File: src/logic/dmem_pkg.sv
// Constants, layouts and carrier types for the banked data-memory decoder.
// Assumes one core clock; every file access is a single-cycle request.
//
// How it works
// RULE_01: Unimplemented locations read zero, store nothing.
// RULE_02: Indirect data port has no storage behind it.
// RULE_03: Naming the port accesses the pointer's address.
// RULE_04: Pointer at the port itself reads 00h.
// RULE_05: Pointer at the port itself: writes change nothing.
// RULE_06: Effective address is bank bit above pointer.
// RULE_07: Indirect bank bit is ignored for selection.
// RULE_08: F0h-FFh mirror 70h-7Fh; shared registers unified.
`default_nettype none

package dmem_pkg;

  // ------------------------------------------------------------------
  // File map, bank 0
  // ------------------------------------------------------------------
  localparam logic [7:0] ADDR_INDIRECT_PORT  = 8'h00;
  localparam logic [7:0] ADDR_TIMER_COUNT    = 8'h01;
  localparam logic [7:0] ADDR_PCL            = 8'h02;
  localparam logic [7:0] ADDR_CORE_STATUS    = 8'h03;
  localparam logic [7:0] ADDR_IND_POINTER    = 8'h04;
  localparam logic [7:0] ADDR_PORT_A_DATA    = 8'h05;
  localparam logic [7:0] ADDR_PORT_B_DATA    = 8'h06;
  localparam logic [7:0] ADDR_PROGRAM_COUNTER_HIGH_LATCH         = 8'h0A;
  localparam logic [7:0] ADDR_INT_CONTROL    = 8'h0B;
  localparam logic [7:0] ADDR_PERIPH_FLAGS   = 8'h0C;
  localparam logic [7:0] ADDR_COMPARATOR     = 8'h1F;

  // ------------------------------------------------------------------
  // File map, bank 1
  // ------------------------------------------------------------------
  localparam logic [7:0] ADDR_INDIRECT_PORT1 = 8'h80;
  localparam logic [7:0] ADDR_OPTION_CONFIG  = 8'h81;
  localparam logic [7:0] ADDR_PCL1           = 8'h82;
  localparam logic [7:0] ADDR_CORE_STATUS1   = 8'h83;
  localparam logic [7:0] ADDR_IND_POINTER1   = 8'h84;
  localparam logic [7:0] ADDR_PORT_A_DIR     = 8'h85;
  localparam logic [7:0] ADDR_PORT_B_DIR     = 8'h86;
  localparam logic [7:0] ADDR_PCLATH1        = 8'h8A;
  localparam logic [7:0] ADDR_INT_CONTROL1   = 8'h8B;
  localparam logic [7:0] ADDR_PERIPH_ENABLE  = 8'h8C;
  localparam logic [7:0] ADDR_POWER_CONTROL  = 8'h8E;
  localparam logic [7:0] ADDR_EEPROM_SERIAL  = 8'h90;
  localparam logic [7:0] ADDR_VREF_CONTROL   = 8'h9F;

  // ------------------------------------------------------------------
  // General-purpose RAM windows, as 7-bit in-bank offsets
  // ------------------------------------------------------------------
  localparam logic [6:0] PORT_LOW7   = 7'h00;
  localparam logic [6:0] GPR_LOW7    = 7'h20;
  localparam logic [6:0] COMMON_LOW7 = 7'h70;
  localparam int         GPR_DEPTH   = 96;
  localparam int         GPR_AW      = 7;

  // Position of the indirect bank bit inside the core status register.
  localparam int         IND_BANK_BIT = 7;

  // Value every special-function register takes at reset.
  localparam logic [7:0] SFR_RESET = 8'h00;

  // ------------------------------------------------------------------
  // Storage slots of the special-function registers
  // ------------------------------------------------------------------
  localparam int         NUM_SLOTS       = 17;
  localparam logic [4:0] SLOT_TIMER      = 5'h00;
  localparam logic [4:0] SLOT_PCL        = 5'h01;
  localparam logic [4:0] SLOT_STATUS     = 5'h02;
  localparam logic [4:0] SLOT_POINTER    = 5'h03;
  localparam logic [4:0] SLOT_PORT_A     = 5'h04;
  localparam logic [4:0] SLOT_PORT_B     = 5'h05;
  localparam logic [4:0] SLOT_PROGRAM_COUNTER_HIGH_LATCH     = 5'h06;
  localparam logic [4:0] SLOT_INTCTL     = 5'h07;
  localparam logic [4:0] SLOT_PFLAGS     = 5'h08;
  localparam logic [4:0] SLOT_COMPARATOR = 5'h09;
  localparam logic [4:0] SLOT_OPTION     = 5'h0A;
  localparam logic [4:0] SLOT_DIR_A      = 5'h0B;
  localparam logic [4:0] SLOT_DIR_B      = 5'h0C;
  localparam logic [4:0] SLOT_PENABLE    = 5'h0D;
  localparam logic [4:0] SLOT_POWER      = 5'h0E;
  localparam logic [4:0] SLOT_EEPROM     = 5'h0F;
  localparam logic [4:0] SLOT_VREF       = 5'h10;
  localparam logic [4:0] SLOT_NONE       = 5'h1F;

  // ------------------------------------------------------------------
  // Carrier types
  // ------------------------------------------------------------------
  typedef struct packed {
    logic       rd;
    logic       wr;
    logic       bank;
    logic [6:0] addr;
    logic [7:0] wdata;
  } file_req_t;

  typedef struct packed {
    logic       valid;
    logic       hit_none;
    logic [7:0] data;
  } file_resp_t;

endpackage

`default_nettype wire

File: src/logic/banked_data_memory_indirect_addr.sv
// Two-bank data-memory decoder with indirect addressing for the core.
// Assumes the core presents one file request per clock, synchronous to clk.
`timescale 1ns/1ps
`default_nettype none

module banked_data_memory_indirect_addr (
  input  wire logic                 clk,
  input  wire logic                 rst,
  input  wire dmem_pkg::file_req_t  file_req,
  output var  dmem_pkg::file_resp_t file_resp,
  output logic [7:0]                indirect_pointer,
  output logic [7:0]                core_status
);

  // ------------------------------------------------------------------
  // Slot decode
  // ------------------------------------------------------------------
  // Maps an 8-bit file address to a register slot. Registers that sit in
  // both banks decode to one slot, so both views share one storage.
  function automatic logic [4:0] sfr_slot(input logic [7:0] a);
    logic [4:0] s;
    s = dmem_pkg::SLOT_NONE;
    unique case (a)
      dmem_pkg::ADDR_TIMER_COUNT:   s = dmem_pkg::SLOT_TIMER;
      dmem_pkg::ADDR_PCL,
      dmem_pkg::ADDR_PCL1:          s = dmem_pkg::SLOT_PCL;     // [RULE_08]
      dmem_pkg::ADDR_CORE_STATUS,
      dmem_pkg::ADDR_CORE_STATUS1:  s = dmem_pkg::SLOT_STATUS;  // [RULE_08]
      dmem_pkg::ADDR_IND_POINTER,
      dmem_pkg::ADDR_IND_POINTER1:  s = dmem_pkg::SLOT_POINTER; // [RULE_08]
      dmem_pkg::ADDR_PORT_A_DATA:   s = dmem_pkg::SLOT_PORT_A;
      dmem_pkg::ADDR_PORT_B_DATA:   s = dmem_pkg::SLOT_PORT_B;
      dmem_pkg::ADDR_PROGRAM_COUNTER_HIGH_LATCH,
      dmem_pkg::ADDR_PCLATH1:       s = dmem_pkg::SLOT_PROGRAM_COUNTER_HIGH_LATCH;  // [RULE_08]
      dmem_pkg::ADDR_INT_CONTROL,
      dmem_pkg::ADDR_INT_CONTROL1:  s = dmem_pkg::SLOT_INTCTL;  // [RULE_08]
      dmem_pkg::ADDR_PERIPH_FLAGS:  s = dmem_pkg::SLOT_PFLAGS;
      dmem_pkg::ADDR_COMPARATOR:    s = dmem_pkg::SLOT_COMPARATOR;
      dmem_pkg::ADDR_OPTION_CONFIG: s = dmem_pkg::SLOT_OPTION;
      dmem_pkg::ADDR_PORT_A_DIR:    s = dmem_pkg::SLOT_DIR_A;
      dmem_pkg::ADDR_PORT_B_DIR:    s = dmem_pkg::SLOT_DIR_B;
      dmem_pkg::ADDR_PERIPH_ENABLE: s = dmem_pkg::SLOT_PENABLE;
      dmem_pkg::ADDR_POWER_CONTROL: s = dmem_pkg::SLOT_POWER;
      dmem_pkg::ADDR_EEPROM_SERIAL: s = dmem_pkg::SLOT_EEPROM;
      dmem_pkg::ADDR_VREF_CONTROL:  s = dmem_pkg::SLOT_VREF;
      // The indirect port and the gaps have no slot at all.
      default:                      s = dmem_pkg::SLOT_NONE;    // [RULE_01] [RULE_02]
    endcase
    return s;
  endfunction

  // ------------------------------------------------------------------
  // Storage declarations
  // ------------------------------------------------------------------
  logic [7:0] sfr_q [dmem_pkg::NUM_SLOTS];
  logic [7:0] ram_rdata;

  // ------------------------------------------------------------------
  // Address formation
  // ------------------------------------------------------------------
  wire logic [7:0] direct_addr;
  wire logic       direct_is_port;
  wire logic [8:0] eff_addr;
  wire logic [7:0] sel_addr;
  wire logic       bank_bit;

  // The direct address is the bank select above the 7-bit operand.
  assign direct_addr    = {file_req.bank, file_req.addr};
  assign direct_is_port = (file_req.addr == dmem_pkg::PORT_LOW7);
  assign bank_bit       = sfr_q[dmem_pkg::SLOT_STATUS][dmem_pkg::IND_BANK_BIT];

  // Naming the port in either bank redirects the access through the
  // pointer; the bank bit rides above it to give a 9-bit address.
  assign eff_addr = direct_is_port ? {bank_bit, sfr_q[dmem_pkg::SLOT_POINTER]} // [RULE_03]
                                   : {1'h0, direct_addr};                      // [RULE_06]

  // Only the low eight bits select a location; bit 8 is dropped on
  // purpose, so the bank bit never moves an indirect access.
  assign sel_addr = eff_addr[7:0]; // [RULE_07]

  // ------------------------------------------------------------------
  // Target classification
  // ------------------------------------------------------------------
  wire logic                       target_is_port;
  wire logic                       in_common;
  wire logic                       in_gpr_bank0;
  wire logic                       is_gpr;
  wire logic [4:0]                 slot;
  wire logic                       is_sfr;
  wire logic                       hit_none;
  wire logic [dmem_pkg::GPR_AW-1:0] gpr_index;

  // A direct access can only hit the port through redirection, so this
  // test alone catches a pointer that aims at the port itself.
  assign target_is_port = (sel_addr[6:0] == dmem_pkg::PORT_LOW7); // [RULE_04] [RULE_05]

  // The top sixteen bytes of either bank reach the same RAM cells.
  assign in_common    = (sel_addr[6:0] >= dmem_pkg::COMMON_LOW7); // [RULE_08]
  assign in_gpr_bank0 = !sel_addr[7] && (sel_addr[6:0] >= dmem_pkg::GPR_LOW7);
  assign is_gpr       = in_common || in_gpr_bank0;

  // Bank 1 from A0h up to EFh has no RAM and falls through to zero.
  assign gpr_index = sel_addr[6:0] - dmem_pkg::GPR_LOW7;
  assign slot      = sfr_slot(sel_addr);
  assign is_sfr    = !is_gpr && (slot != dmem_pkg::SLOT_NONE);
  assign hit_none  = !is_gpr && !is_sfr; // [RULE_01]

  // ------------------------------------------------------------------
  // Write strobes
  // ------------------------------------------------------------------
  wire logic wr_gpr;
  wire logic wr_sfr;

  // A write that lands on the port or a gap is dropped here; the core
  // may still update its own flags from the same instruction.
  assign wr_gpr = file_req.wr && is_gpr && !target_is_port; // [RULE_05]
  assign wr_sfr = file_req.wr && is_sfr && !target_is_port; // [RULE_05] [RULE_01]

  // ------------------------------------------------------------------
  // Read data selection
  // ------------------------------------------------------------------
  wire logic [7:0] sfr_rdata;
  wire logic [7:0] rd_value;

  // Slot is range-checked before the array is read to keep X out.
  assign sfr_rdata = is_sfr ? sfr_q[slot] : 8'h00;

  // Priority: port self-reference first, then RAM, then registers.
  assign rd_value = target_is_port ? 8'h00       // [RULE_04]
                  : is_gpr         ? ram_rdata
                  : is_sfr         ? sfr_rdata
                  :                  8'h00;      // [RULE_01]

  // ------------------------------------------------------------------
  // General-purpose RAM
  // ------------------------------------------------------------------
  gpr_ram u_gpr_ram (
    .clk     (clk),
    .wr_en   (wr_gpr),
    .addr    (gpr_index),
    .wr_data (file_req.wdata),
    .rd_data (ram_rdata)
  );

  // ------------------------------------------------------------------
  // Special-function register storage
  // ------------------------------------------------------------------
  // Peripheral side effects live elsewhere; this only keeps the values
  // the core writes so the pointer steers the decode; the status bank bit selects nothing.
  always_ff @(posedge clk)
  begin
    if (rst)
    begin
      for (int i = 0; i < dmem_pkg::NUM_SLOTS; i++)
      begin
        sfr_q[i] <= dmem_pkg::SFR_RESET;
      end
    end
    else if (wr_sfr)
    begin
      sfr_q[slot] <= file_req.wdata;
    end
  end

  // ------------------------------------------------------------------
  // Response register
  // ------------------------------------------------------------------
  // Read data is registered one cycle after the strobe. Data is forced
  // to zero when no read was asked so the bus never shows stale bytes.
  always_ff @(posedge clk)
  begin
    if (rst)
    begin
      file_resp <= '0;
    end
    else
    begin
      file_resp.valid    <= file_req.rd;
      file_resp.hit_none <= (file_req.rd || file_req.wr) && (hit_none || target_is_port);
      file_resp.data     <= file_req.rd ? rd_value : 8'h00;
    end
  end

  // ------------------------------------------------------------------
  // Views for the core
  // ------------------------------------------------------------------
  // The core needs the status byte for its flag logic and bank select.
  assign indirect_pointer = sfr_q[dmem_pkg::SLOT_POINTER];
  assign core_status      = sfr_q[dmem_pkg::SLOT_STATUS];

endmodule

`default_nettype wire

File: src/logic/gpr_ram.sv
// General-purpose RAM array of the data memory.
// Assumes a single address for read and write; read is combinational.
`timescale 1ns/1ps
`default_nettype none

module gpr_ram (
  input  wire logic                       clk,
  input  wire logic                       wr_en,
  input  wire logic [dmem_pkg::GPR_AW-1:0] addr,
  input  wire logic [7:0]                 wr_data,
  output logic      [7:0]                 rd_data
);

  // ------------------------------------------------------------------
  // Storage
  // ------------------------------------------------------------------
  // Contents are not reset; software must initialise the RAM itself.
  logic [7:0] mem [dmem_pkg::GPR_DEPTH];

  // Writes land at the clock edge; a read in the same cycle sees old data.
  always_ff @(posedge clk)
  begin
    if (wr_en)
    begin
      mem[addr] <= wr_data;
    end
  end

  // Read path stays combinational so the decoder can register it once.
  assign rd_data = mem[addr];

endmodule

`default_nettype wire
File: config.mk
export PLATFORM = sky130hd
export DESIGN_NAME = banked_data_memory_indirect_addr
export DESIGN_NICKNAME = d
export VERILOG_FILES = /design/src/logic/dmem_pkg.sv /design/src/logic/banked_data_memory_indirect_addr.sv /design/src/logic/gpr_ram.sv
export SDC_FILE = /design/constraint.sdc
export NUM_CORES = 1
export LEC_CHECK = 0
export ABC_AREA = 1
export BUFFER_PORTS_ARGS = -buffer_cell sky130_fd_sc_hd__buf_2
export CAP_MARGIN = 20
export CORE_UTILIZATION = 45
export CTS_BUF_LIST = sky130_fd_sc_hd__clkbuf_8
export DETAILED_ROUTE_END_ITERATION = 8
export GPL_TIMING_DRIVEN = 0
export PLACE_DENSITY = 0.61
export SLEW_MARGIN = 20
export SYNTH_ARGS = -nofsm -noshare
export SYNTH_HDL_FRONTEND = slang
export SYNTH_HIERARCHICAL = 1
export SYNTH_SLANG_ARGS = --single-unit
export TNS_END_PERCENT = 10
File: constraint.sdc
create_clock -name clk -period 3.8 [get_ports clk]
set_input_delay 0.76 -clock clk [delete_from_list [all_inputs] [get_ports clk]]
set_output_delay 0.76 -clock clk [all_outputs]
set_load 0.005 [all_outputs]
==> impl.org <==
** Global routing
- The number of antenna violations at the first check in global routing was 1.
- Overall routing resource usage :: 0.256
- Pin count of the biggest net entering global routing :: 79
- Congestion Overflow GR :: 0
- Vias in the first global route :: 27.8k
- First-pass GRT wire length :: 175000 um

** Die
- The die covers 94500 um2.
- Starting density of the core :: 0.456
- Die boundary height :: 307 um
- Core area :: just over 90000 um2
- Rows :: around 110
- Measured along the x axis, the die boundary spans just over 300 um.
- 46 I/O pins were placed.

** Synthesis
- Synth area leaders :: edfxtp_1 (67%), nand2_1 (13%), nor2_1 (5.4%)
- Of the post-synthesis cell area, the dominant cell type holds 0.672.
- Mapped Area :: 42000 um2
- Flip-flop and latch count after synthesis :: 950
- Most area-hungry cell type in the Yosys netlist :: edfxtp_1
- Portion of the post-synthesis area used by sequential elements :: 0.677
- Leading post-synthesis cells by instance count :: nand2_1 (1474), edfxtp_1 (940), nor2_1 (609)
- Post-synthesis average cell area :: 10.0 um2
- For this run, asynchronously set or reset flops after synthesis account for 0.
- Synthesis produced a netlist whose cell count is 4183.
- For this run, the number of Yosys warnings is 6.
- Most common flop cell mapped by yosys :: edfxtp_1
- The number of different library cells used by synthesis comes to 38.
- Most used standard cell by instance count after synthesis :: nand2_1
- Count of flip-flops with a built-in enable after synthesis :: 940

** Worst setup path
- STA classifies the critical path endpoint as a flop.
- In this run the worst path has a maximum fanout of 10.
- The critical path in this run is classified as in2reg.
- Arrival @ worst endpoint :: 4510 ps
- Data required, critical path :: ~4500 ps
- The worst setup path is launched from a primary input.

** Min path
- The worst hold path belongs to the class in2reg.

** Clock network
- TritonCTS built the clock tree.
- CTS HTree Levels :: 4
- Cts bufs inserted :: about 160
- CTS placed an instance of clkbuf_8 at the clock tree root.
- In this run the deepest clock path goes through 3 buffers.
- Clk sink count :: 950
- Clock latency on the worst-skew pair, taken at its later pin, is 820 ps.
- Hold repair after CTS inserted 0 buffers.
- Clock-pin slew on the worst setup and hold paths :: 60 ps

** Cells and area
- Compared with the post-synthesis result, the final layout area differs by 15.0%.
- Filler-free cell count of the finished design :: 5812
- In the final layout, the share of cells above drive strength 1 is 0.134.
- The net count of the finished layout is 4465.
- Fin area :: roughly 48000 um2

** Timing
- At the pin with the least slew margin, the transition time is 1040 ps.
- The number of hold violations in the final report is 0.
- Dividing the final minimum period by the clock period gives 1.00.
- Achievable clock frequency :: 263 MHz
- In the post-route analysis, the smallest setup slack over all paths is -5.28 ps.
- The smallest clock period supported by the final layout is computed as ~3800 ps.
- Setup repair after global routing missed its margin :: yes
- Between clock sinks in the finished design, the worst skew comes to 33.9 ps.
- Total setup violations reported at the end of the flow :: 1
- Max_slew headroom :: 0.307
- The final max-slew violation count is 0.

** Placement
- Placed insts :: between 5k and 6k
- Port buffering added between 40 and 50 buffers.
- Post-place setup slack :: -1630 ps
- After detailed placement, the total cell area comes to 44200 um2.
- HPWL Detailed :: 81300 um
- Routability-driven placement finished with a final weighted congestion of around 0.98.

** Route
- In the routed layout, each cell is associated on average with a via count of 5.16.
- Routed len/inst :: about 21 um
- The first routing iteration left 2969 violations.
- ANT nets after route :: 0
- For this run, the detailed router's first-pass iteration total came to 5.
- Summing over every cut layer, the via total after detailed routing is about 30k.
- DRC Markers :: 0
- Total detailed-routing wirelength :: 122000 um

** Pwr
- Summed over all cells, the static leakage comes to 20.0 nW.
- VDD sags by at most 346 uV.
- Logic pwr share :: 0.078
- Power comes to 21.7 mW.
- Relative contribution of sequential cells to total power :: 0.535
- Dividing total power by cell area gives a power density of 450 nW/um2.
- Internal Power :: 16.3 mW
- Switching power total :: 5.44 mW
- Of the total power, the share spent switching nets is 0.251.
- Clock network fraction of design power :: 0.386

** Flow run
- Max-cap violations in this run came to 0.

** Run status
- Violations in the final reports :: setup timing
- The run finished, with violations left.
## repair_timing
item                                    CTS  global route
endpoints found under the setup margin  875           945
setup buffers                             0            11
gates resized for setup                 170            98
pin swaps                                 0            13
hold endpoints to repair                  0             0
## cell usage in the layout (no fill, tap or decap), types with 12 or more instances in the layout
master       n
nor2_4      99
inv_1      446
nand2_1   1439
clkbuf_1    49
nand2_4     24
o21ai_1     17
buf_2      101
a21oi_1     18
nor2_2      15
clkbuf_8   165
nand3b_1    12
buf_6       27
nand3_1    216
edfxtp_1   940
or2_2       57
clkinv_1    51
nor2_1     508
or2_1       64
o211ai_1    28
buf_1       16
o21ai_0     83
conb_1      36
buf_4       29
nand2_2     26
## worst max-delay path, cell delays in order
cell and delay (ps):
buf_2 120, nor2_1 100, nand2_1 110, nor2_4 170, buf_6 160, nand2_1 60, nand2_2 140, buf_4 270
inv_2 180, nor2_2 290, clkdlybuf4s15_1 730, nand3_1 260, nand2_1 130, nor2_1 60, nor2_1 110, nor2_1 100
nand2_1 90, nand2_1 90, nand3_1 140, nand2_1 90, a21oi_1 320
## worst paths after layout
kind / from / endpoint / slack, ps / depth (start not counted)
max: file_req[8] / file_resp[7] / -5 / 21
min: file_req[17] / file_resp[9] / 220 / 3
max reg2reg: sfr_q[3][3] / sfr_q[10][5] / 160 / 14
min reg2reg: sfr_q[13][0] / file_resp[0] / 860 / 6
## power groups by stage
stage               registers [mW]  logic [mW]  clock network, mW
floorplan                     11.8       0.859                  0
global placement              11.9        1.56                  0
detailed placement            11.8        1.61                  0
CTS                           11.6        1.64               8.56
global route                  11.6        1.82               8.99
finish                        11.6        1.70               8.39
## per-layer routing
layer | track usage | vias to the layer above | wire [um]
met4 | 0.0968 | 0 | 4370
met2 | 0.397 | 1230 | 55400
met5 | 0 | - | 0
met3 | 0.0524 | 264 | 10100
li1 | - | 14017 | -
met1 | 0.355 | 14461 | 51700
## flip-flops by register name, indices dropped and copies added (netlist names)
name / flops
file_resp: 10
sfr_q: 172
u_gpr_ram/mem: 768
## area by class of cell
class	instances	area [um2]
timing repair buffer	65	707
clock buffer	165	2270
clock inverter	118	636
fill	8219	43800
buffer	179	1010
multi-input combinational	2674	12100
inverter	415	1560
tap	1243	1560
sequential	950	28400
antenna	3	7.51
## cells by family after synthesis
| logic type | share of synthesized area |
|---|---|
| buffers and inverters | 0.0607 |
| other | 0.0000893 |
| and+or+nand+nor | 0.241 |
| AOI/OAI and AO/OA | 0.0203 |
| DFF | 0.677 |
| adders and majority gates | 0.000596 |
## through the flow
step            TNS, ps  hold WS [ps]  utilization
3_3_place_gp   -1167250           847        0.477
4_1_cts          -69490           146        0.517
2_1_floorplan         0           729            -
6_report          -5.28           219        0.524
3_5_place_dp   -1230920           853        0.480
5_1_grt           -1760           168        0.524
Power figures use the tool's default switching activity.
